[src/shared/trace_fmt_pkg.sv]
// constants, types and helpers shared by the trace entry formatter
//
// Overview of operation
// - detail mode: counter bit0 zero, rest counts lines
// - change of flow writes entry (line when both traced), sets source valid
// - other source pc stored as unflagged snapshot
// - detail byte access: low byte, high zeroed
// - word: lower address byte3, higher byte2
// - eight byte line, fixed detail field layout
// - cpu info bit7 marks destination address
// - vector bit6 forces source/destination bit set
// - cpu info bit4 marks valid cpu entry
// - combined info byte field order fixed
// - cpu detail skips fetch and free cycles
// - cpu detail: access type plus coprocessor qualifiers
// - coprocessor detail mirrors cpu, cpu snapshot
// - cpu free flag reads zero on free
package trace_fmt_pkg;

  // register port, bus monitor and line geometry
  localparam int ADDR_W = 8;
  localparam int DATA_W = 32;
  localparam int CPU_AW = 24;
  localparam int COP_AW = 16;
  localparam int ENTRY_W = 32;
  localparam int LINE_W = 64;

  // register offsets
  localparam logic [ADDR_W-1:0] CTRL_OFS = 8'h00;
  localparam logic [ADDR_W-1:0] COUNT_OFS = 8'h04;
  localparam logic [ADDR_W-1:0] LINE_LO_OFS = 8'h08;
  localparam logic [ADDR_W-1:0] LINE_HI_OFS = 8'h0c;

  // control fields
  localparam int CTRL_W = 5;
  localparam int CTRL_EN_BIT = 0;
  localparam int CTRL_MODE_LSB = 1;
  localparam int CTRL_CPU_BIT = 3;
  localparam int CTRL_COP_BIT = 4;
  localparam int CTRL_CLR_BIT = 5;
  localparam logic [CTRL_W-1:0] CTRL_RESET = 5'h00;

  // information byte fields
  localparam int INF_SD_BIT = 7;
  localparam int INF_VEC_BIT = 6;
  localparam int INF_VALID_BIT = 4;

  typedef enum logic [1:0] {
    MODE_NORMAL = 2'h0,
    MODE_LOOP = 2'h1,
    MODE_PURE_PC = 2'h2,
    MODE_DETAIL = 2'h3
  } trace_mode_type;

  typedef enum logic [1:0] {
    PACK_EMPTY = 2'b01,
    PACK_HALF = 2'b10
  } pack_state_type;

  // info byte of one source for the non-detail modes
  function automatic logic [7:0] info_byte(input trace_mode_type mode,
      input logic dest, input logic vec, input logic valid);
    logic [7:0] b;
    logic flow_mode;
    b = 8'h00;
    flow_mode = (mode == MODE_NORMAL) || (mode == MODE_LOOP);
    b[INF_SD_BIT] = flow_mode & (dest | vec);
    b[INF_VEC_BIT] = flow_mode & vec;
    b[INF_VALID_BIT] = valid;
    return b;
  endfunction : info_byte

  // data bytes 3:2, byte3 from the lower address
  function automatic logic [15:0] data_lanes(input logic word,
      input logic [15:0] d);
    return word ? d : {8'h00, d[7:0]};
  endfunction : data_lanes

endpackage : trace_fmt_pkg

[src/shared/trace_entry_if.sv]
// carrier between the formatter and its entry pair packer
`timescale 1ns/10ps
`default_nettype none
interface trace_entry_if;
  logic [trace_fmt_pkg::ENTRY_W-1:0] entry;
  logic entry_stb;
  logic flush;
  logic [trace_fmt_pkg::LINE_W-1:0] line;
  logic line_stb;
  modport feeder(output entry, output entry_stb, output flush,
    input line, input line_stb);
  modport packer(input entry, input entry_stb, input flush,
    output line, output line_stb);
endinterface : trace_entry_if
`default_nettype wire

[src/hw/trace_entry_formatter.sv]
// trace entry formatter: register port, bus monitors, line output
`timescale 1ns/10ps
`default_nettype none
module trace_entry_formatter #(
  parameter int CNT_W = 7
) (
  // clock and reset
  input wire logic ref_clk,
  input wire logic rst,
  // register port
  input wire logic [trace_fmt_pkg::ADDR_W-1:0] reg_addr,
  input wire logic [trace_fmt_pkg::DATA_W-1:0] reg_wdata,
  input wire logic reg_wr,
  input wire logic reg_rd,
  output logic [trace_fmt_pkg::DATA_W-1:0] reg_rdata,
  // cpu bus monitor
  input wire logic [trace_fmt_pkg::CPU_AW-1:0] cpu_pc,
  input wire logic cpu_change_of_flow,
  input wire logic cpu_dest,
  input wire logic cpu_vector,
  input wire logic cpu_free,
  input wire logic cpu_opcode_fetch,
  input wire logic [trace_fmt_pkg::CPU_AW-1:0] cpu_addr,
  input wire logic cpu_access_size,
  input wire logic cpu_read_write,
  input wire logic [15:0] cpu_data,
  // coprocessor bus monitor
  input wire logic [trace_fmt_pkg::COP_AW-1:0] cop_pc,
  input wire logic cop_change_of_flow,
  input wire logic cop_dest,
  input wire logic cop_vector,
  input wire logic cop_bus_ack,
  input wire logic cop_opcode_fetch,
  input wire logic [trace_fmt_pkg::COP_AW-1:0] cop_addr,
  input wire logic cop_access_size,
  input wire logic cop_read_write,
  input wire logic [15:0] cop_data,
  // trace buffer side
  output logic [trace_fmt_pkg::LINE_W-1:0] trace_line,
  output logic trace_line_wr,
  output logic [CNT_W-1:0] trace_entry_counter
);
  import trace_fmt_pkg::*;

  logic [CTRL_W-1:0] ctrl_q;
  logic [CNT_W-1:0] cnt_q;
  logic [LINE_W-1:0] line_q;
  logic line_wr_q;
  logic [DATA_W-1:0] rdata_q;
  logic [CPU_AW-1:0] last_cpu_pc_q;
  logic [COP_AW-1:0] last_cop_pc_q;

  trace_entry_if ent ();

  // register decode
  wire ctrl_wr = reg_wr && (reg_addr == CTRL_OFS);
  wire cnt_clr = ctrl_wr && reg_wdata[CTRL_CLR_BIT];
  wire hit_ctrl = reg_addr == CTRL_OFS;
  wire hit_count = reg_addr == COUNT_OFS;
  wire hit_lo = reg_addr == LINE_LO_OFS;
  wire hit_hi = reg_addr == LINE_HI_OFS;

  // control fields
  wire trace_on = ctrl_q[CTRL_EN_BIT];
  wire trace_mode_type mode =
    trace_mode_type'(ctrl_q[CTRL_MODE_LSB +: 2]);
  wire trace_cpu = ctrl_q[CTRL_CPU_BIT];
  wire trace_cop = ctrl_q[CTRL_COP_BIT];
  wire detail = mode == MODE_DETAIL;
  wire loop_trace_mode = mode == MODE_LOOP;
  wire both = trace_cpu && trace_cop;

  // loop mode drops a repeat of the last stored flow target,
  // so a tight loop does not flood the buffer
  wire cpu_repeat = loop_trace_mode && (cpu_pc == last_cpu_pc_q);
  wire cop_repeat = loop_trace_mode && (cop_pc == last_cop_pc_q);
  wire cpu_hit = trace_on && !detail && trace_cpu &&
    cpu_change_of_flow && !cpu_repeat;
  wire cop_hit = trace_on && !detail && trace_cop &&
    cop_change_of_flow && !cop_repeat;

  // detail captures; cpu wins when both sources are selected
  wire det_cpu = trace_on && detail && trace_cpu &&
    !cpu_free && !cpu_opcode_fetch;
  wire det_cop = trace_on && detail && !trace_cpu && trace_cop &&
    cop_bus_ack && !cop_opcode_fetch;

  // line strobes for each form
  wire both_stb = both && (cpu_hit || cop_hit);
  wire single_stb = !both && (cpu_hit || cop_hit);
  wire det_stb = det_cpu || det_cop;

  logic [7:0] cpu_info_byte;
  logic [7:0] cop_info_byte;
  logic [7:0] combined_info_byte;

  info_byte_builder u_info (
    .ref_clk(ref_clk),
    .rst(rst),
    .mode(mode),
    .cpu_dest(cpu_dest),
    .cpu_vector(cpu_vector),
    .cpu_valid(cpu_hit),
    .cpu_free(cpu_free),
    .cpu_access_size(cpu_access_size),
    .cpu_read_write(cpu_read_write),
    .cpu_opcode_fetch(cpu_opcode_fetch),
    .cop_dest(cop_dest),
    .cop_vector(cop_vector),
    .cop_valid(cop_hit),
    .cop_bus_ack(cop_bus_ack),
    .cop_access_size(cop_access_size),
    .cop_read_write(cop_read_write),
    .cop_opcode_fetch(cop_opcode_fetch),
    .cpu_info_byte(cpu_info_byte),
    .cop_info_byte(cop_info_byte),
    .combined_info_byte(combined_info_byte)
  );

  // entry forms; the idle source is a snapshot, valid bit clear
  wire [ENTRY_W-1:0] cpu_entry = {cpu_info_byte, cpu_pc};
  wire [ENTRY_W-1:0] cop_entry = {cop_info_byte, 8'h00, cop_pc};
  wire [LINE_W-1:0] both_line = {cop_entry, cpu_entry};
  wire [LINE_W-1:0] det_cpu_line = {combined_info_byte, cpu_addr,
    data_lanes(cpu_access_size, cpu_data), cop_pc};
  wire [LINE_W-1:0] det_cop_line = {combined_info_byte, cpu_pc,
    data_lanes(cop_access_size, cop_data), cop_addr};

  // single-source entries go through the pair packer
  assign ent.entry = trace_cpu ? cpu_entry : cop_entry;
  assign ent.entry_stb = single_stb;
  assign ent.flush = ctrl_wr;

  pc_pair_packer u_pack (
    .ref_clk(ref_clk),
    .rst(rst),
    .ent(ent)
  );

  // line selection
  wire line_stb = both_stb || det_stb || ent.line_stb;
  wire [LINE_W-1:0] line_d = det_cpu ? det_cpu_line
    : det_cop ? det_cop_line
    : both_stb ? both_line
    : ent.line;

  // counter: detail holds bit0 low and steps by lines
  wire [CNT_W-1:0] cnt_det = {cnt_q[CNT_W-1:1] + 1'b1, 1'b0};
  wire [CNT_W-1:0] cnt_one = cnt_q + 1'b1;
  wire [CNT_W-1:0] cnt_d = cnt_clr ? '0
    : det_stb ? cnt_det
    : (both_stb || single_stb) ? cnt_one
    : cnt_q;

  // read mux; unmapped addresses read zero
  wire [DATA_W-1:0] rd_mux =
    hit_ctrl ? DATA_W'(ctrl_q)
    : hit_count ? DATA_W'(cnt_q)
    : hit_lo ? line_q[DATA_W-1:0]
    : hit_hi ? line_q[LINE_W-1:DATA_W]
    : '0;

  // control register; the clear bit is a pulse, never stored
  always_ff @(posedge ref_clk or posedge rst) begin
    if (rst) begin
      ctrl_q <= CTRL_RESET;
    end else if (ctrl_wr) begin
      ctrl_q <= reg_wdata[CTRL_W-1:0];
    end
  end

  // read data stands only in the cycle after the strobe
  always_ff @(posedge ref_clk or posedge rst) begin
    if (rst) begin
      rdata_q <= '0;
    end else begin
      rdata_q <= reg_rd ? rd_mux : '0;
    end
  end

  // entry counter
  always_ff @(posedge ref_clk or posedge rst) begin
    if (rst) begin
      cnt_q <= '0;
    end else begin
      cnt_q <= cnt_d;
    end
  end

  // buffer line and its write pulse
  always_ff @(posedge ref_clk or posedge rst) begin
    if (rst) begin
      line_q <= '0;
      line_wr_q <= 1'b0;
    end else begin
      line_wr_q <= line_stb;
      if (line_stb) begin
        line_q <= line_d;
      end
    end
  end

  // loop history, kept per source
  always_ff @(posedge ref_clk or posedge rst) begin
    if (rst) begin
      last_cpu_pc_q <= '0;
      last_cop_pc_q <= '0;
    end else begin
      if (cpu_hit) begin
        last_cpu_pc_q <= cpu_pc;
      end
      if (cop_hit) begin
        last_cop_pc_q <= cop_pc;
      end
    end
  end

  assign reg_rdata = rdata_q;
  assign trace_line = line_q;
  assign trace_line_wr = line_wr_q;
  assign trace_entry_counter = cnt_q;
endmodule : trace_entry_formatter
`default_nettype wire

[src/hw/info_byte_builder.sv]
// builds the cpu, coprocessor and combined information bytes
`timescale 1ns/10ps
`default_nettype none
module info_byte_builder (
  // clock and reset, used by the checker only
  input wire logic ref_clk,
  input wire logic rst,
  // mode
  input wire trace_fmt_pkg::trace_mode_type mode,
  // cpu qualifiers
  input wire logic cpu_dest,
  input wire logic cpu_vector,
  input wire logic cpu_valid,
  input wire logic cpu_free,
  input wire logic cpu_access_size,
  input wire logic cpu_read_write,
  input wire logic cpu_opcode_fetch,
  // coprocessor qualifiers
  input wire logic cop_dest,
  input wire logic cop_vector,
  input wire logic cop_valid,
  input wire logic cop_bus_ack,
  input wire logic cop_access_size,
  input wire logic cop_read_write,
  input wire logic cop_opcode_fetch,
  // bytes
  output logic [7:0] cpu_info_byte,
  output logic [7:0] cop_info_byte,
  output logic [7:0] combined_info_byte
);
  import trace_fmt_pkg::*;

  // per-source bytes share one format
  assign cpu_info_byte = info_byte(mode, cpu_dest, cpu_vector, cpu_valid);
  assign cop_info_byte = info_byte(mode, cop_dest, cop_vector, cop_valid);

  // detail byte; free flag inverted so zero means free
  assign combined_info_byte = {~cpu_free, cpu_access_size,
    cpu_read_write, cpu_opcode_fetch, cop_bus_ack,
    cop_access_size, cop_read_write, cop_opcode_fetch};
endmodule : info_byte_builder
`default_nettype wire

[src/hw/pc_pair_packer.sv]
// packs two single-source entries into one eight byte line
`timescale 1ns/10ps
`default_nettype none
module pc_pair_packer (
  // clock and reset
  input wire logic ref_clk,
  input wire logic rst,
  // entries in, lines out
  trace_entry_if.packer ent
);
  import trace_fmt_pkg::*;

  pack_state_type state_q;
  pack_state_type state_d;
  logic [ENTRY_W-1:0] held_q;
  logic take_first;

  // first entry lands in bytes 3:0, second completes the line
  assign take_first = ent.entry_stb && !ent.flush &&
    (state_q == PACK_EMPTY);
  assign ent.line_stb = ent.entry_stb && !ent.flush &&
    (state_q == PACK_HALF);
  assign ent.line = {ent.entry, held_q};

  // a flush drops a lone half so stale entries never pair up
  always_comb begin
    case (state_q)
      PACK_EMPTY: state_d = take_first ? PACK_HALF : PACK_EMPTY;
      PACK_HALF: state_d = (ent.flush || ent.entry_stb) ? PACK_EMPTY
        : PACK_HALF;
      default: state_d = PACK_EMPTY;
    endcase
  end

  // state and held entry
  always_ff @(posedge ref_clk or posedge rst) begin
    if (rst) begin
      state_q <= PACK_EMPTY;
      held_q <= '0;
    end else begin
      state_q <= state_d;
      if (take_first) begin
        held_q <= ent.entry;
      end
    end
  end
endmodule : pc_pair_packer
`default_nettype wire

[config.mk]
export PLATFORM = sky130hd
export DESIGN_NAME = trace_entry_formatter
export DESIGN_NICKNAME = d
export VERILOG_FILES = /design/src/shared/trace_fmt_pkg.sv /design/src/shared/trace_entry_if.sv /design/src/hw/trace_entry_formatter.sv /design/src/hw/info_byte_builder.sv /design/src/hw/pc_pair_packer.sv
export SDC_FILE = /design/constraint.sdc
export NUM_CORES = 1
export LEC_CHECK = 0
export BUFFER_PORTS_ARGS = -buffer_cell sky130_fd_sc_hd__buf_4
export CAP_MARGIN = 5
export CORE_MARGIN = 5
export CORE_UTILIZATION = 58
export DETAILED_ROUTE_END_ITERATION = 6
export PLACE_DENSITY_LB_ADDON = 0.05
export SLEW_MARGIN = 10
export SYNTH_ARGS = -nofsm -noshare
export SYNTH_HDL_FRONTEND = slang
export SYNTH_HIERARCHICAL = 1
export SYNTH_SLANG_ARGS = --single-unit
[constraint.sdc]
create_clock -name ref_clk -period 6.25 [get_ports ref_clk]
set_input_delay 0.3125 -clock ref_clk [delete_from_list [all_inputs] [get_ports ref_clk]]
set_output_delay 0.3125 -clock ref_clk [all_outputs]
set_load 0.02 [all_outputs]
Word level (Yosys, flattened, before mapping) --
Index checks and enable logic that the tools add are counted. Widths: inputs -> output; s select.
Word-level totals: logic and storage cells 88, register bits 183, output and inout bits 104
Operators by class: bitwise gates (word level) 7, $add $sub $neg 2, equality and inequality tests 9, reductions and logical operators 44, multiplexer cells 17
Operators by type and width (number):
- $mux 32 | 6
- $mux 64 | 3
- $mux 16 | 2
- $logic_and 1x1->1 | 25
- $eq 24x24->1 | 1
- $mux 7 | 3
- $eq 16x16->1 | 1
- $eq 8x4->1 const B | 2
- $logic_not 1->1 | 9
- $eq 8x3->1 const B | 1
- $logic_not 8->1 | 1
- $add 7x1->7 const B | 1
- $logic_or 1x1->1 | 7
- $add 6x1->6 const B | 1
- $and 1x1->1 | 4
- $eq 2x1->1 const B | 2
- $eq 2x2->1 const B | 2
- $mux 2 | 2
- $pmux 2 s2 | 1
- $reduce_bool 3->1 | 1
- $logic_not 2->1 | 1
- $or 1x1->1 | 2
- $not 1->1 | 1

Logic depth before layout (Yosys ltp) --
depth in word-level cells 12, depth in mapped cells 17, mapped depth without buffers 13

Cells and area by module --
Netlist, hierarchy kept.
Modules (own cells, without submodules):
- trace_entry_formatter | times used 1, area an instance 8513.2 um2, seq. area each 3728.6 um2, cells an instance 890
- pc_pair_packer | times used 1, area an instance 1701.6 um2, seq. area each 852.1 um2, cells an instance 115
- info_byte_builder | times used 1, area an instance 182.7 um2, seq. area each 0.0 um2, cells an instance 25

Least setup slack after synthesis --
OpenSTA, ideal clock, no wires.
kind register to register, from register ctrl_q[2], to register line_q[0] (netlist: trace_line[0]), data required time 6.126 ns, data arrival time 2.771 ns, path slack 3.355 ns, stages on the path, launching flop included 14, library setup time 0.124 ns, cell sequence dfrtp_1 -> nand2_1 -> and4_1 -> buf_2 -> o21ai_0 -> a21boi_0 -> buf_2 -> a21oi_1 -> nand2b_1 -> nor2_1 -> clkbuf_1 -> clkbuf_1 -> a311o_1 -> a21oi_1
On the way: cells in the longest elaborated chain, start to end 11, elaborated cells on any way between the ends 33, those cells by class eq/ne (2); mux (3); reduce/logical (28)
Ends and longest elaborated chain:
- from (decl) | line trace_entry_formatter.sv:45 | logic [CTRL_W-1:0] ctrl_q;
- from (signal assigned) | line trace_entry_formatter.sv:168 | ctrl_q <= reg_wdata[CTRL_W-1:0];
- $eq 2x2->1 | line trace_entry_formatter.sv:69 | wire detail = mode == MODE_DETAIL;
- $logic_not 1->1 | line trace_entry_formatter.sv:77, trace_entry_formatter.sv:79
- $logic_and 1x1->1 | line trace_entry_formatter.sv:77, trace_entry_formatter.sv:79
- $logic_and 1x1->1 (on tied branches) (2 in series) | line trace_entry_formatter.sv:77, trace_entry_formatter.sv:79
- $logic_and 1x1->1 (on tied branches) | line trace_entry_formatter.sv:78, trace_entry_formatter.sv:80
- $logic_or 1x1->1 (*) | line trace_entry_formatter.sv:90 | wire single_stb = !both && (cpu_hit || cop_hit);
- $logic_and 1x1->1 (*) | line trace_entry_formatter.sv:90
- named net ent.entry_stb | line trace_entry_if.sv:6 | logic entry_stb;
- $logic_and 1x1->1 (*) (2 in series) | line pc_pair_packer.sv:21 | assign ent.line_stb = ent.entry_stb && !ent.flush &&
- named net ent.line_stb | line trace_entry_if.sv:9 | logic line_stb;
- $logic_or 1x1->1 (*) | line trace_entry_formatter.sv:141 | wire line_stb = both_stb || det_stb || ent.line_stb;
- to (signal assigned) | line trace_entry_formatter.sv:198 | line_q <= line_d;
- to (decl) | line trace_entry_formatter.sv:47 | logic [LINE_W-1:0] line_q;
The timed path passes the listed nets; every way through them passes the cells marked *. A chain may end at the register's enable or synchronous reset.

Worst setup path in the final report --
from register ctrl_q[3], to register line_q[35] (netlist: trace_line[35])
On the way: cells in the longest elaborated chain, start to end 8, elaborated cells on any way between the ends 25, those cells by class mux (4); reduce/logical (21)
Ends and longest elaborated chain:
- $logic_and 1x1->1 or $logic_not 1->1 (tied branches) | line trace_entry_formatter.sv:77, trace_entry_formatter.sv:85
- $logic_and 1x1->1 (on tied branches) | line trace_entry_formatter.sv:77, trace_entry_formatter.sv:85
- $logic_and 1x1->1 (on tied branches) | line trace_entry_formatter.sv:78, trace_entry_formatter.sv:85
- $logic_or 1x1->1 or $logic_and 1x1->1 (tied branches) | line trace_entry_formatter.sv:89, trace_entry_formatter.sv:90, trace_entry_formatter.sv:85
- $logic_and 1x1->1 (on tied branches) | line trace_entry_formatter.sv:89, trace_entry_formatter.sv:86, trace_entry_formatter.sv:90
- $mux 64 (tied with other cells) | line trace_entry_formatter.sv:144 | : both_stb ? both_line
- $mux 64 (tied with other cells) | line trace_entry_formatter.sv:143 | : det_cop ? det_cop_line
- $mux 64 or $logic_or 1x1->1 (tied branches) | line trace_entry_formatter.sv:142, trace_entry_formatter.sv:141
Several ways; a longest one is shown, not always the timed one.

==> flow_summary.ini <==
[hold_path]
hold_class = input pin to async pin

[layout]
num_antenna_cells = 0
final_cells = 1438
finalNetCount = 1371
area_delta_synth_final_pct = 20.76
drive_gt1_frac = 0.3375

[synthesis]
yosys.area.top_type = dfrtp_1
ys_ff_latch = 183
syn-mean-instance-area_sq_um = 10.09
ys_top_cells_by_area = dfrtp_1 44%, mux2_2 6.9%, a22oi_1 5.4%
syn_area_sq_um = 10400
ys_types = 56
synthTopCellsByCount = 182 x dfrtp_1, 108 x a21oi_1, 85 x nor2_1
synthFlopType = dfrtp_1
synth-async-reset-ratio = 1.000
yosysWarnings = 6
synth-edff-count = 0
synth_cells = 1030
synth_top_area_frac = 0.4380
yosysSeqAreaShare = 0.4406
post-synth-top-count-cell = dfrtp_1

[outcome]
status = complete, but fails checks
violations = hold timing

[clocking]
clock_latency_ps = 430
postCtsHoldBufs = 0
clk_path_buf_depth = 2
cts_root_buf = clkbuf_16
clock_sinks = 183
path_clk_slew_ps = 70
htree_num_levels = 4
post_cts_buffers = 0
cts_tree = built
cts_resized = 0
cts-buffers-inserted = 17

[setup_path]
cp_common_cell = nor2_1
worstPathMaxFanout = 56
critical-path-slowest-cell = dfrtp_2
slowest_delay_ps = 1010
cp.required_ps = 6600
start_kind = flop
path_cells = nand2_1, or4_1, nand2_4, nor2_1, and3_1, inv_2, buf_4, nor2_1, a21oi_1
worstSetupPathType = flop to flop
critical_path_arrival_ps = 4920
cp-end-kind = flop

[sta]
worst_pin_slew_ps = 1084
setup_tns_ps = 0
setup_viol = 0
rsz0062_at_grt = false
clock.fmax_ghz = 0.2186
finClkSkew_ps = 12.12
relSlewSlack = 0.2776
period_minus_slack_ps = 4574
timing.hold.ws_ps = -27.15
final_hold_viol_count = 16
fin_crit_sh = 0.7319
slew_violations = 0

[place]
place_congestion = 0.8561
dp_hpwl_um = 20440
io_buffers = 247
post-place-cells = 1407

[global_routing]
grt_max_degree = 81
first_global_vias = 8636
grt_pass1_wl_um = 47220
grt-ovfl-total = 0
grt_usage = 0.2915
antenna_found_initial = 0

[floorplan]
die_x_um = 143.9
initial_utilization = 0.5848
dieArea_sq_um = 20700
io_pins = 274
row_count = 49
core_region_area_sq_um = 17780
die_height_um = 143.9

[route]
dr.pass1.iters = 6
via_count = 8699
drtIter0Drc = 657
finalWirelength_um = 30440
drcViolationCount = 0
routedWlPerCell_um = 21.17
viasPerCell = 6.049
antenna_left = 0

[power]
power.internal_w = 0.002016
leakagePower_nw = 6.142
ir_worst_vdd_mv = 0.1848
p_seq_frac = 0.474
p_per_area_nw_per_um2 = 217.1
p_switching_w = 0.0007095
combPwrFrac = 0.137
clock_power_share = 0.390
swShare = 0.2603

[flow_run]
cap_violations = 0
-- final timing paths --
kind | start | endpoint | slack (ps) | depth (start not counted)
hold / removal | rst | trace_line[49] | -30 | 2
min in group ref_clk | reg_wdata[4] | ctrl_q[4] | 120 | 2
setup / recovery | ctrl_q[3] | trace_line[35] | 1680 | 9
setup reg to reg | ctrl_q[3] | trace_line[35] | 1680 | 9
max in group asynchronous | rst | last_cpu_pc_q[17] | 4720 | 3
hold reg to reg | last_cop_pc_q[6] | last_cop_pc_q[6] | 500 | 2
-- cell families after synthesis --
group,synth area share
xor+xnor,0.03454
other cells,0.0003607
fa+ha+maj,0.004814
simple gates,0.1011
buf+inv,0.09627
compound gates,0.1883
flops,0.4406
mux,0.1341
-- area by class of cell --
type,count,area (sq um)
fill,1451,5224
multi-input combinational,669,4892
sequential,183,4582
clock buffer,20,446.7
inverter,61,234.0
tap,229,286.5
clock inverter,11,125.1
timing repair buffer,265,1989
-- worst max-delay path, delay by kind of cell (launching register included) --
| kind | cells | cell delay [ps] |
|---|---|---|
| AND/OR/NAND/NOR | 6 | 2110 |
| flip-flops | 1 | 1010 |
| buffers and inverters | 2 | 1150 |
| AO/OA/AOI/OAI | 1 | 130 |
-- state kept, by name, indices dropped and copies added (netlist names) --
| register | count |
|---|---|
| u_pack/held_q | 32 |
| last_cop_pc_q | 16 |
| u_pack/state_q | 2 |
| last_cpu_pc_q | 24 |
| trace_line_wr | 1 |
| trace_line | 64 |
| reg_rdata | 32 |
| ctrl_q | 5 |
| trace_entry_counter | 7 |
-- power groups by stage --
stage | Combinational [W] | Sequential, W | Clock [W]
finish | 0.000372 | 0.00129 | 0.00106
global route | 0.000401 | 0.00130 | 0.00113
CTS | 0.000372 | 0.00129 | 0.00107
detailed placement | 0.000371 | 0.00131 | 0
global placement | 0.000364 | 0.00131 | 0
floorplan | 0.000160 | 0.00134 | 0
-- metal layers --
layer  vias to the layer above  global-route usage  wire length (um)
li1                       3952                   -                 -
met1                      4332              0.4082             12680
met2                       388              0.4740             14810
met3                        27             0.05358              2550
met4                         0             0.06987               390
met5                         -                   0                 0
-- placed cells by master, fill, tap and decap left out, types with 10 or more instances in the layout --
master,instances
dfrtp_1,181
clkbuf_16,17
nand2b_1,12
nand2_1,59
a22oi_1,75
a21oi_1,108
a311o_1,48
buf_4,265
inv_1,57
xor2_1,32
mux2_2,64
and3_1,10
nor2_1,84
mux2_4,30
conb_1,10
mux2i_1,11
nor4_1,10
o21ai_0,11
-- through the flow --
stage	hold WS, ps	util	power (W)	instance area, sq um	setup slack, ps
after global placement	463.7	0.6740	0.001675	11980	1779
after floorplan	417.9	-	0.001501	10430	1929
after global routing	31.18	0.7062	0.002825	12560	1378
final	-27.15	0.7062	0.002725	12560	1676
after detailed placement	465.4	0.6740	0.001684	11980	1719
after CTS	11.76	0.7062	0.002737	12560	1721
(Power assumes the default switching activity.)
